### src/sixp_pkg.sv
// Purpose: constants for the six-pin port with function steering
// Assumes: avalon-mm register slave, word addressed by byte address
// Notes: offsets are word aligned byte addresses
package sixp_pkg;
   localparam int NPIN = 6;
   localparam logic [7:0] OFS_DIR = 8'h00;
   localparam logic [7:0] OFS_LVL = 8'h04;
   localparam logic [7:0] OFS_LAT = 8'h08;
   localparam logic [7:0] OFS_ANA = 8'h0c;
   localparam logic [7:0] OFS_OD = 8'h10;
   localparam logic [7:0] OFS_SLR = 8'h14;
   localparam logic [7:0] OFS_THR = 8'h18;
   localparam logic [7:0] OFS_STEER = 8'h1c;
   localparam logic [5:0] DIR_RST = 6'h3f;
   localparam logic [5:0] LAT_RST = 6'h00;
   localparam logic [5:0] ANA_RST = 6'h17;
   localparam logic [5:0] ANA_MASK = 6'h17;
   localparam logic [5:0] OD_RST = 6'h00;
   localparam logic [5:0] SLR_RST = 6'h37;
   localparam logic [5:0] THR_RST = 6'h00;
   localparam logic [7:0] STEER_RST = 8'h00;
   localparam logic [7:0] STEER_MASK = 8'hef;
   localparam logic [5:0] OUT_MASK = 6'h37;
   localparam int INPUT_ONLY_PIN = 3;
   localparam int SB_RX = 7;
   localparam int SB_WA = 6;
   localparam int SB_WB = 5;
   localparam int SB_TG = 3;
   localparam int SB_TX = 2;
   localparam int SB_P2 = 1;
   localparam int SB_P1 = 0;
endpackage : sixp_pkg

### src/sixp_port.sv
// Purpose: six-pin general-purpose port with peripheral output steering
// Assumes: single 10 mhz clock, synchronous active-high reset
// Notes: pins are sampled by three flops; change taken when 2nd/3rd agree
////////////////////////////////////////////////////////////////////////////
module sixp_port #(
   parameter bit LARGE_VARIANT = 1'b1
) (
   input wire logic clk_sys,
   input wire logic rst,
   input wire logic [7:0] avs_address,
   input wire logic avs_read,
   input wire logic avs_write,
   input wire logic [31:0] avs_writedata,
   input wire logic [3:0] avs_byteenable,
   output logic [31:0] avs_readdata,
   output logic avs_waitrequest,
   output logic [1:0] avs_response,
   input wire logic [5:0] pin_in,
   output logic [5:0] pin_out,
   output logic [5:0] pin_oe,
   output logic [5:0] pin_slew_limited,
   output logic [5:0] pin_schmitt_sel,
   output logic [5:0] pin_analog_en,
   input wire logic prog_data_en,
   input wire logic prog_data_out,
   input wire logic wave_a_en,
   input wire logic waveform_a_out,
   input wire logic wave_b_en,
   input wire logic waveform_b_out,
   input wire logic fault_en,
   input wire logic waveform_fault,
   input wire logic conv_en,
   input wire logic converter_output,
   input wire logic cmp_en,
   input wire logic comparator_output,
   input wire logic tx_en,
   input wire logic serial_transmit_clock,
   input wire logic p1_en,
   input wire logic pulse_output_one,
   input wire logic p2_en,
   input wire logic pulse_output_two,
   input wire logic p3_en,
   input wire logic pulse_output_three,
   input wire logic clk_out_en,
   input wire logic clock_output_fn,
   output logic serial_receive_data,
   output logic timer_gate_input
);
   import sixp_pkg::*;

   typedef struct packed {
      logic [5:0] dir;
      logic [5:0] lat;
      logic [5:0] ana;
      logic [5:0] od;
      logic [5:0] slr;
      logic [5:0] thr;
      logic [7:0] steer;
      logic [5:0] s1;
      logic [5:0] s2;
      logic [5:0] s3;
      logic [5:0] lvl;
      logic ack;
      logic err;
      logic [31:0] rdata;
   } sixp_state_t;

   sixp_state_t st_q, st_d;

   ////////////////////////////////////////////////////////////////////////
   // helpers
   function automatic logic [5:0] sixp_merge(input logic [5:0] old_v,
                                             input logic [5:0] new_v,
                                             input logic [5:0] msk);
      return (old_v & ~msk) | (new_v & msk);
   endfunction : sixp_merge

   logic [5:0] fn_en;
   logic [5:0] fn_val;
   logic [5:0] dig_in;
   logic [5:0] drv;
   logic hit;
   logic acc;
   logic [5:0] be_mask;
   logic [7:0] be_mask8;

   assign be_mask = avs_byteenable[0] ? 6'h3f : 6'h00;
   assign be_mask8 = avs_byteenable[0] ? 8'hff : 8'h00;

   ////////////////////////////////////////////////////////////////////////
   // peripheral output priority per pin
   always_comb begin
      logic wa5, wa2, wb4, wb0, tx4, tx0, p24, p20, p15, p11;
      wa5 = wave_a_en & st_q.steer[SB_WA];
      wa2 = wave_a_en & ~st_q.steer[SB_WA];
      wb4 = wave_b_en & st_q.steer[SB_WB];
      wb0 = wave_b_en & ~st_q.steer[SB_WB];
      tx4 = LARGE_VARIANT & tx_en & st_q.steer[SB_TX];
      tx0 = LARGE_VARIANT & tx_en & ~st_q.steer[SB_TX];
      p24 = p2_en & st_q.steer[SB_P2];
      p20 = p2_en & ~st_q.steer[SB_P2];
      p15 = p1_en & st_q.steer[SB_P1];
      p11 = p1_en & ~st_q.steer[SB_P1];
      fn_en = 6'h00;
      fn_val = 6'h00;
      // pin0
      if (prog_data_en) begin
         fn_en[0] = 1'b1;
         fn_val[0] = prog_data_out;
      end else if (wb0) begin
         fn_en[0] = 1'b1;
         fn_val[0] = waveform_b_out;
      end else if (conv_en) begin
         fn_en[0] = 1'b1;
         fn_val[0] = converter_output;
      end else if (tx0) begin
         fn_en[0] = 1'b1;
         fn_val[0] = serial_transmit_clock;
      end else if (p20) begin
         fn_en[0] = 1'b1;
         fn_val[0] = pulse_output_two;
      end
      // pin1
      if (p11) begin
         fn_en[1] = 1'b1;
         fn_val[1] = pulse_output_one;
      end
      // pin2
      if (wa2) begin
         fn_en[2] = 1'b1;
         fn_val[2] = waveform_a_out;
      end else if (fault_en) begin
         fn_en[2] = 1'b1;
         fn_val[2] = waveform_fault;
      end else if (cmp_en) begin
         fn_en[2] = 1'b1;
         fn_val[2] = comparator_output;
      end else if (p3_en) begin
         fn_en[2] = 1'b1;
         fn_val[2] = pulse_output_three;
      end
      // pin4
      if (clk_out_en) begin
         fn_en[4] = 1'b1;
         fn_val[4] = clock_output_fn;
      end else if (wb4) begin
         fn_en[4] = 1'b1;
         fn_val[4] = waveform_b_out;
      end else if (tx4) begin
         fn_en[4] = 1'b1;
         fn_val[4] = serial_transmit_clock;
      end else if (p24) begin
         fn_en[4] = 1'b1;
         fn_val[4] = pulse_output_two;
      end
      // pin5
      if (wa5) begin
         fn_en[5] = 1'b1;
         fn_val[5] = waveform_a_out;
      end else if (p15) begin
         fn_en[5] = 1'b1;
         fn_val[5] = pulse_output_one;
      end
   end

   ////////////////////////////////////////////////////////////////////////
   // pin drive
   // peripheral displaces latch; analog select is not consulted
   assign drv = (fn_en & fn_val) | (~fn_en & st_q.lat);
   always_comb begin
      // direction gates driver; steering never touches dir
      // open drain only enables when driving low
      for (int i = 0; i < NPIN; i++) begin
         pin_out[i] = st_q.od[i] ? 1'b0 : drv[i];
         pin_oe[i] = OUT_MASK[i] & ~st_q.dir[i] & ~(st_q.od[i] & drv[i]);
      end
      pin_oe[INPUT_ONLY_PIN] = 1'b0;
   end
   assign pin_slew_limited = st_q.slr & OUT_MASK;
   assign pin_schmitt_sel = st_q.thr;
   assign pin_analog_en = st_q.ana;

   // analog pins read zero digitally
   assign dig_in = st_q.lvl & ~st_q.ana;
   assign serial_receive_data = st_q.steer[SB_RX] ? dig_in[5] : dig_in[1];
   assign timer_gate_input = st_q.steer[SB_TG] ? dig_in[3] : dig_in[4];

   ////////////////////////////////////////////////////////////////////////
   // bus and state update
   assign hit = (avs_read | avs_write) & ~st_q.ack;
   assign avs_waitrequest = (avs_read | avs_write) & ~st_q.ack;
   // writes land only at the edge where waitrequest is low
   assign acc = (avs_read | avs_write) & st_q.ack;
   assign avs_readdata = st_q.rdata;
   always_comb begin
      logic ok;
      st_d = st_q;
      ok = 1'b1;
      st_d.ack = hit;
      st_d.err = hit & ~(avs_address inside {OFS_DIR, OFS_LVL, OFS_LAT,
         OFS_ANA, OFS_OD, OFS_SLR, OFS_THR, OFS_STEER});
      // three-flop sampler; level moves when 2nd and 3rd agree
      st_d.s1 = pin_in;
      st_d.s2 = st_q.s1;
      st_d.s3 = st_q.s2;
      for (int i = 0; i < NPIN; i++) begin
         if (st_q.s2[i] == st_q.s3[i]) begin
            st_d.lvl[i] = st_q.s3[i];
         end
      end
      if (acc && avs_write) begin
         unique case (avs_address)
            OFS_DIR: st_d.dir = sixp_merge(st_q.dir,
               avs_writedata[5:0] | 6'h08, be_mask);
            // level write: analog-masked read of pins, modified, into latch
            OFS_LVL: st_d.lat = sixp_merge(dig_in,
               avs_writedata[5:0], be_mask) & OUT_MASK;
            OFS_LAT: st_d.lat = sixp_merge(st_q.lat,
               avs_writedata[5:0], be_mask) & OUT_MASK;
            OFS_ANA: st_d.ana = sixp_merge(st_q.ana,
               avs_writedata[5:0], be_mask) & ANA_MASK;
            OFS_OD: st_d.od = sixp_merge(st_q.od,
               avs_writedata[5:0], be_mask) & OUT_MASK;
            OFS_SLR: st_d.slr = sixp_merge(st_q.slr,
               avs_writedata[5:0], be_mask) & OUT_MASK;
            OFS_THR: st_d.thr = sixp_merge(st_q.thr,
               avs_writedata[5:0], be_mask);
            OFS_STEER: st_d.steer = ((st_q.steer & ~be_mask8) |
               (avs_writedata[7:0] & be_mask8)) & STEER_MASK;
            default: ok = 1'b0;
         endcase
      end
      if (hit && avs_read) begin
         st_d.rdata = 32'h0000_0000;
         unique case (avs_address)
            OFS_DIR: st_d.rdata[5:0] = st_q.dir | 6'h08;
            OFS_LVL: st_d.rdata[5:0] = dig_in;
            OFS_LAT: st_d.rdata[5:0] = st_q.lat;
            OFS_ANA: st_d.rdata[5:0] = st_q.ana;
            OFS_OD: st_d.rdata[5:0] = st_q.od;
            OFS_SLR: st_d.rdata[5:0] = st_q.slr;
            OFS_THR: st_d.rdata[5:0] = st_q.thr;
            OFS_STEER: st_d.rdata[7:0] = st_q.steer;
            default: ok = 1'b0;
         endcase
      end
      if (hit) begin
         st_d.rdata = (avs_read && ok) ? st_d.rdata : 32'h0000_0000;
      end
      st_d.rdata[31] = st_d.rdata[31];
   end

   always_ff @(posedge clk_sys) begin
      if (rst) begin
         st_q <= '0;
         st_q.dir <= DIR_RST;
         st_q.lat <= LAT_RST;
         st_q.ana <= ANA_RST;
         st_q.od <= OD_RST;
         st_q.slr <= SLR_RST;
         st_q.thr <= THR_RST;
         st_q.steer <= STEER_RST;
      end else begin
         st_q <= st_d;
      end
   end
   assign avs_response = st_q.err ? 2'b11 : 2'b00;
endmodule : sixp_port

### config.mk
export PLATFORM = sky130hd
export DESIGN_NAME = sixp_port
export DESIGN_NICKNAME = d
export VERILOG_FILES = /design/src/sixp_pkg.sv /design/src/sixp_port.sv
export SDC_FILE = /design/constraint.sdc
export NUM_CORES = 1
export LEC_CHECK = 0
export BUFFER_PORTS_ARGS = -buffer_cell sky130_fd_sc_hd__buf_2
export CAP_MARGIN = 20
export CELL_PAD_IN_SITES_DETAIL_PLACEMENT = 1
export CELL_PAD_IN_SITES_GLOBAL_PLACEMENT = 1
export CORE_ASPECT_RATIO = 1.5
export CORE_MARGIN = 2
export CORE_UTILIZATION = 37
export CTS_CLUSTER_DIAMETER = 200
export DETAILED_ROUTE_END_ITERATION = 12
export GPL_TIMING_DRIVEN = 0
export PLACE_DENSITY_LB_ADDON = 0.12
export SLEW_MARGIN = 20
export SYNTH_ARGS = -nofsm -noshare
export SYNTH_HDL_FRONTEND = slang
export SYNTH_SLANG_ARGS = --single-unit
### constraint.sdc
create_clock -name clk_sys -period 2.1 [get_ports clk_sys]
set_input_delay 0.42 -clock clk_sys [delete_from_list [all_inputs] [get_ports clk_sys]]
set_output_delay 0.42 -clock clk_sys [all_outputs]
set_load 0.02 [all_outputs]
==> PnR_summary.wiki, run 1 <==
{| class="wikitable"
! Metric !! Value
|-
| Leading post-synthesis cells by cell area || dfxtp_1, buf_4, mux2i_1
|-
| Sequential cell area || roughly 1900 sq um
|-
| Setup WS post-layout || 0.0104 ns
|-
| Net switching power || ~950 uW
|-
| Max-slew violation count || 0
|-
| Worst-path maximum fanout || 3
|-
| RSZ-0062 raised after global routing || yes
|-
| Port Buffers || between 100 and 150
|-
| Num CTS Buffers || 9
|-
| Final Skew || around 0.0074 ns
|-
| Combinational power share || 8.1%
|-
| Clock tree from TritonCTS || yes
|-
| Mapped Area || 4320 sq um
|-
| Worst-skew pair later-pin latency || between 0.3 and 0.4 ns
|-
| Max transition margin || 51.8%
|-
| Post-synthesis sequential element count || 95
|-
| Total inserted antenna cells || 0
|-
| Half-perimeter wire length after placement || 9890 um
|-
| Max H-tree Level || 3
|-
| Sort of element at the start of the critical path || flop
|-
| Yosys cell types || 51
|-
| Total via count after detailed routing || approximately 3800
|-
| RD Place Congestion || approximately 0.9
|-
| Post-synth top area share || a little over two fifths
|-
| Mean instance size in the synthesized netlist || between 9 and 10 sq um
|-
| Worst hold path type || in -> reg
|-
| Switching Fraction || 25.8%
|-
| Max Buffers Root-to-Sink || 2
|-
| Warnings from Yosys || 0
|-
| Area of the multi-input gates || slightly below 2000 sq um
|-
| Number of vias per cell || approximately 5.0
|-
| Final layout net count || ~680
|-
| I/O pins || between 100 and 150
|-
| Final Critical Period || approximately 2.1 ns
|-
| Measured slew at the worst slew-check pin || around 0.72 ns
|-
| Clock slew seen by the registers of the worst setup and hold paths || around 0.07 ns
|-
| Portion of total power attributed to the clock network || a little over two fifths
|-
| Global Route Usage Sum || roughly a fifth
|-
| Place WS || -0.204 ns
|-
| DRC violation count after routing || 0
|-
| Buffer type at the clock tree root || clkbuf_16
|-
| Drt pass-1 iters || 5
|-
| Initial antenna violation count || 0
|-
| Highest Clock Rate || between 400 and 500 MHz
|-
| Post-synth top flop || dfxtp_1
|-
| Final cycle utilization of the critical path || about 100%
|-
| Final cell utilization of the core || roughly 47%
|-
| Ratio of total power to cell area || roughly 690 nW/um^2
|-
| Result of the run || completed
|-
| Post-route design area || roughly 5400 sq um
|-
| Sequential fraction of design power || between 40% and 50%
|-
| Overall die height || between 100 and 150 um
|-
| Largest area contributor in the netlist || dfxtp_1
|-
| Critical path start-end classification || reg -> out
|-
| Core area || between 10000 and 15000 sq um
|-
| Instance count of the mapped netlist || between 400 and 500
|-
| Global-route wire length before repair || around 20000 um
|-
| Share of synthesized flip-flops with an asynchronous set or reset || 0%
|-
| Final number of hold-violating endpoints || 0
|-
| Signed area change from the synthesized netlist to the final layout || 25.0%
|-
| Number of global-route vias before repair || ~3700
|-
| Placed cell areas || slightly above 5000 sq um
|-
| Routed wirelength normalized by instance count || 16.7 um
|-
| Violation count after the first detailed-routing iteration || around 130
|-
| Die area || roughly 13000 sq um
|-
| Critical path data required time || between 1.5 and 2 ns
|-
| Finish-stage setup viols || 0
|-
| Row Count || between 40 and 50
|-
| Number of flops mapped to enable cells by yosys || 0
|-
| # Max-Cap Violations || 0
|-
| Routed wire length || 12700 um
|-
| Peak supply drop || 0.000331 V
|-
| Leakage power || approximately 0.0025 uW
|-
| Fraction of the yosys area taken by sequential cells || 44.0%
|-
| Pwr Total || 3700 uW
|-
| Maximum number of pins on one net before global-route repair || 18
|-
| Worst hold-check slack || 0.273 ns
|-
| Initial core utilization || about 38%
|-
| Endpoint kind of the worst setup timing path || output pin
|-
| DIE WIDTH || 92.3 um
|-
| Arr. time, crit path || 1.67 ns
|-
| Cell Int Power || roughly 2800 uW
|-
| Clock net sink count || 95
|-
| Aggregate global routing overflow || 0
|-
| Layout cell share with drive strength beyond 1 || about a third
|-
| Fillers || about 1400
|-
| Count of nets left with antenna violations after detail routing || 0
|-
| Hold_buf cts || 0
|}
==> power groups by stage <==
stage / Combinational (uW) / Sequential, uW / Clock [uW]
3_3_place_gp: 291 / 1870 / 0
4_1_cts: 298 / 1830 / 1620
5_1_grt: 327 / 1830 / 1700
2_1_floorplan: 174 / 1870 / 0
6_report: 300 / 1820 / 1580
3_5_place_dp: 295 / 1870 / 0
==> synthesized netlist by cell type (all sizes together) (6+ instances only) <==
master / instances
inv: 6
a21oi: 28
dfxtp: 95
and2: 26
mux2i: 21
nand3: 27
nand2: 51
nor2: 33
clkbuf: 10
o21ai: 16
buf: 66
nor2b: 31
==> worst paths after layout <==
check	from	endpoint	slack [ns]	depth (start not counted)
hold reg to reg	st_d[50]$_SDFF_PP0_	st_d[44]$_SDFF_PP0_	0.44	1
setup / recovery	flop	pin_oe[4]	0.01	6
setup reg to reg	st_q[33]$_SDFF_PP0_	flop	0.34	5
hold / removal	pin_in[4]	st_d[50]$_SDFF_PP0_	0.27	2
==> worst max-delay path, stage by stage (launching register included) <==
cell	delay, ns
dfxtp_2	0.35
nand2_2	0.06
mux2i_2	0.15
a221oi_2	0.26
a311oi_2	0.07
o31a_1	0.30
buf_6	0.13
==> kinds of logic (layout without fill, tap and decap cells) <==
kind of cell           after synthesis  after routing  share of synthesized area (%)
AOI/OAI and AO/OA                   79             79                           11.9
buffers and inverters               82            206                           12.2
DFF                                 95             95                           44.0
muxes                               27             27                           7.12
other                                1              5                         0.0867
and+or+nand+nor                    196            196                           24.7
==> placed cells by master (no fill, tap or decap), types with 3 or more instances in the layout <==
cell type / instances
nand2_1: 50
nand3_1: 26
a21oi_1: 26
a211o_1: 3
inv_6: 3
nor2_1: 33
a32oi_1: 3
mux2i_1: 20
inv_1: 6
nor3_1: 4
o211ai_1: 4
conb_1: 5
a211oi_1: 4
a22oi_1: 4
clkbuf_1: 10
dfxtp_1: 91
and2_1: 26
clkbuf_16: 9
nand2b_1: 4
buf_2: 113
o21ai_0: 16
buf_4: 57
nor2b_1: 31
mux2_2: 4
==> metrics by stage <==
stage | instances | TNS [ns]
floorplan | 484 | 0
global route | 758 | -0.0573
global placement | 740 | -2.00
detailed placement | 740 | -2.96
finish | 758 | 0
CTS | 758 | -0.0464
==> layer usage <==
metal  track usage, %  vias up  wire (um)
met5                0        -          0
met4             8.04        0        258
met3             4.10       15        537
met2             37.5      103       6680
met1             23.2     1822       5190
li1                 -     1844          -
==> layout make-up <==
| cell class | instances | share of cell area (%) |
|---|---|---|
| Tap cell | 150 | 3.47 |
| Clock buffer | 9 | 4.17 |
| Inverter | 6 | 0.417 |
| Clock inverter | 7 | 1.02 |
| Multi-Input combinational cell | 307 | 35.9 |
| Timing Repair Buffer | 108 | 10.3 |
| Buffer | 76 | 9.38 |
| Sequential cell | 95 | 35.4 |
==> what timing repair did <==
item	CTS	global route
gates resized for setup	8	8
setup buffers	2	0
setup endpoints to repair	3	4
pin swaps	5	4
No activity file was read; power rests on OpenSTA's default activity.
==> run 2: changes to the inputs <==
--- a/config.mk
+++ b/config.mk
@@ -11,7 +11,7 @@
 export CELL_PAD_IN_SITES_GLOBAL_PLACEMENT = 1
 export CORE_ASPECT_RATIO = 1.5
 export CORE_MARGIN = 2
-export CORE_UTILIZATION = 37
+export CORE_UTILIZATION = 40
 export CTS_CLUSTER_DIAMETER = 200
 export DETAILED_ROUTE_END_ITERATION = 12
 export GPL_TIMING_DRIVEN = 0
==> constraint.sdc (replaced) <==
create_clock -name clk_sys -period 2.7 [get_ports clk_sys]
set_input_delay 0.54 -clock clk_sys [delete_from_list [all_inputs] [get_ports clk_sys]]
set_output_delay 0.54 -clock clk_sys [all_outputs]
set_load 0.02 [all_outputs]
==> run 2 against run 1 <==
  * Non-clock buffer count is 2 lower
  * Cell area down 0.93%
  * Combinational power down 23%
  * Highest routed layer unchanged
==> PnR_summary.wiki, run 2 (synthesis results as in run 1) <==
{| class="wikitable"
! Metric !! Value
|-
| Core area || 10500 sq um (-8.2%)
|-
| Layout cell share with drive strength beyond 1 || 33.0% (-2.0 points)
|-
| Max Buffers Root-to-Sink || 2 (unchanged)
|-
| Drt pass-1 iters || 4 (-1)
|-
| Die area || 11700 sq um (-7.2%)
|-
| Violation count after the first detailed-routing iteration || 141 (+10%)
|-
| Worst hold path type || in -> reg
|-
| I/O pins || 143 (unchanged)
|-
| Max-slew violation count || 0 (unchanged)
|-
| Clock slew seen by the registers of the worst setup and hold paths || 0.08 ns (about the same)
|-
| Critical path data required time || 2.16 ns (+0.48 ns)
|-
| Hold_buf cts || 0 (unchanged)
|-
| Arr. time, crit path || 1.81 ns (+0.14 ns)
|-
| Number of cell instances on the worst register-to-register path || 6 (+1)
|-
| Placed cell areas || 5050 sq um (-0.15%)
|-
| Post-route design area || 5360 sq um (-0.93%)
|-
| Result of the run || completed
|-
| Start point of the worst hold path || pin_in[2]
|-
| Crit-path slowest cell || dfxtp_1
|-
| Leakage power || 0.00248 uW (about the same)
|-
| Sequence of cells on the critical path || and3b_1, a311o_1, nand3_1, nand3_1, a21oi_1, buf_2
|-
| Worst-skew pair later-pin latency || 0.35 ns (about the same)
|-
| Slack of the worst reg-to-reg path || 0.95 ns (+0.61 ns)
|-
| Row Count || 46 (-4.2%)
|-
| Commonest non-fill, non-tap cell in the layout || buf_2
|-
| Endpoint kind of the worst setup timing path || output pin
|-
| Number of global-route vias before repair || 3807 (+2.4%)
|-
| Final Critical Period || ~2.3 ns
|-
| Highest Clock Rate || between 400 and 500 MHz
|-
| Worst-path maximum fanout || 5 (+2)
|-
| Sequential cell area || 1900 sq um (-0.52%)
|-
| Aggregate global routing overflow || 0 (unchanged)
|-
| Fillers || 1284 (-8.2%)
|-
| Initial antenna violation count || 0 (unchanged)
|-
| Max H-tree Level || 3 (unchanged)
|-
| Finish-stage setup viols || 0 (unchanged)
|-
| Sort of element at the start of the critical path || flop
|-
| Signed area change from the synthesized netlist to the final layout || 23.9%
|-
| Initial core utilization || 41.0% (+3.4 points)
|-
| # Max-Cap Violations || 0 (unchanged)
|-
| Number of vias per cell || 5.07 (+1.5%)
|-
| Clock tree from TritonCTS || yes
|-
| RSZ-0062 raised after global routing || no
|-
| Worst path buffer plus inverter count || 1 (unchanged)
|-
| Cell count of the worst hold path || 2 (unchanged)
|-
| Routed wire length || 12500 um (-1.3%)
|-
| Number of resized instances in the post-cts repair step || 0 (-8)
|-
| Final setup TNS || 0 ns (unchanged)
|-
| Global-route wire length before repair || 19800 um (+1.1%)
|-
| Overall die height || 131 um (-3.7%)
|-
| Area of the multi-input gates || 1910 sq um (-1.8%)
|-
| Largest incremental delay on the critical path || 0.43 ns (+0.08 ns)
|-
| Clock net sink count || 95 (unchanged)
|-
| Maximum number of pins on one net before global-route repair || 21 (+3)
|-
| Timing endpoint of the critical path || pin_oe[0]
|-
| CP delay by family, top || compound AO/OA/AOI/OAI gates
|-
| Max transition margin || 55.9% (+4.1 points)
|-
| Depth of the critical timing path with buffers and inverters included || 6 (unchanged)
|-
| Cell repeated most along the worst path || nand3_1
|-
| Port Buffers || 106 (unchanged)
|-
| Final number of hold-violating endpoints || 0 (unchanged)
|-
| Global Route Usage Sum || 22.1% (+1.6 points)
|-
| Final Skew || 0.0118 ns (+0.00445 ns)
|-
| Ratio of total power to cell area || 549 nW/um^2 (-20%)
|-
| FF-to-FF End || avs_readdata[5]$_SDFF_PP0_
|-
| Top library cells by usage in the layout, fill and taps aside || buf_2, dfxtp_1, buf_4
|-
| Final layout net count || 677 (-0.29%)
|-
| Measured slew at the worst slew-check pin || 0.659 ns (-0.0646 ns)
|-
| Peak supply drop || 0.000354 V (+6.9%)
|-
| Num CTS Buffers || 9 (unchanged)
|-
| Buffer type at the clock tree root || clkbuf_16
|-
| Final cycle utilization of the critical path || 86.9%
|-
| Total inserted antenna cells || 0 (unchanged)
|-
| Half-perimeter wire length after placement || 9790 um (-1.1%)
|-
| Post-CTS setup buffers || 0 (-2)
|-
| Total via count after detailed routing || 3799 (+0.40%)
|-
| DRC violation count after routing || 0 (unchanged)
|-
| Count of nets left with antenna violations after detail routing || 0 (unchanged)
|-
| Reg2Reg Launch Point || st_q[33]$_SDFF_PP0_
|-
| Routed wirelength normalized by instance count || 16.7 um (-0.26%)
|-
| Critical path start-end classification || reg -> out
|-
| DIE WIDTH || 88.9 um (-3.7%)
|-
| RD Place Congestion || 0.904 (+1.3%)
|}
## run 2: changes by cell type in the layout (fill, tap and decap cells not counted), sizes merged
| cell | before | now |
|---|---|---|
| buf | 174 | 172 |
| clkinv | 2 | 3 |
| clkinvlp | 1 | 0 |
## run 2: metal layers
layer  share of wire (%)  wire, um  vias to the layer above  GRT usage (%)
li1                    -         -                     1839              -
met4                 2.9       357                        0           8.67
met1                  38      4800                     1821           25.3
met2                  54      6690                      113           38.8
met3                 5.2       647                       26           4.52
met5                   0         0                        -              0
## run 2: metrics by stage
stage                     hold WS, ns  instances  power, uW  utilization, %  setup WS [ns]
after floorplan                 0.414        484       1590               -          0.617
after global placement          0.418        734       1680            47.9          0.352
after detailed placement        0.428        734       1680            47.9          0.297
after CTS                       0.382        750       2970            50.8          0.345
after global routing            0.386        750       3050            50.8          0.255
final                           0.390        750       2940            50.8          0.355
## run 2: final cells by class
| cell class | instances | share of cell area, % |
|---|---|---|
| timing repair buffer | 106 | 9.91 |
| inverter | 6 | 0.421 |
| multi-input combinational | 307 | 35.6 |
| sequential | 95 | 35.5 |
| tap | 144 | 3.36 |
| buffer | 76 | 9.46 |
| clock buffer | 9 | 4.21 |
| clock inverter | 7 | 1.52 |
## run 2: worst min-delay path by stage
stage                          endpoint  slack, ns
finish              st_d[48]$_SDFF_PP0_       0.39
global route        st_d[48]$_SDFF_PP0_       0.39
CTS                 st_d[48]$_SDFF_PP0_       0.38
detailed placement  st_d[41]$_SDFF_PP0_       0.43
global placement    st_d[41]$_SDFF_PP0_       0.42
floorplan           st_d[40]$_SDFF_PP0_       0.41
## run 2: worst register-to-register path, cell delays in order, from the launching register on
cell      delay [ns]
dfxtp_1         0.39
or2_2           0.21
inv_1           0.07
nor2_1          0.43
clkbuf_1        0.38
nand2_1         0.11
o21ai_0         0.08
## run 2: power by group
part | internal [uW] | switching (uW) | total, uW
logic | 87.6 | 142 | 230
registers | 1410 | 6.69 | 1420
clock network | 662 | 626 | 1290
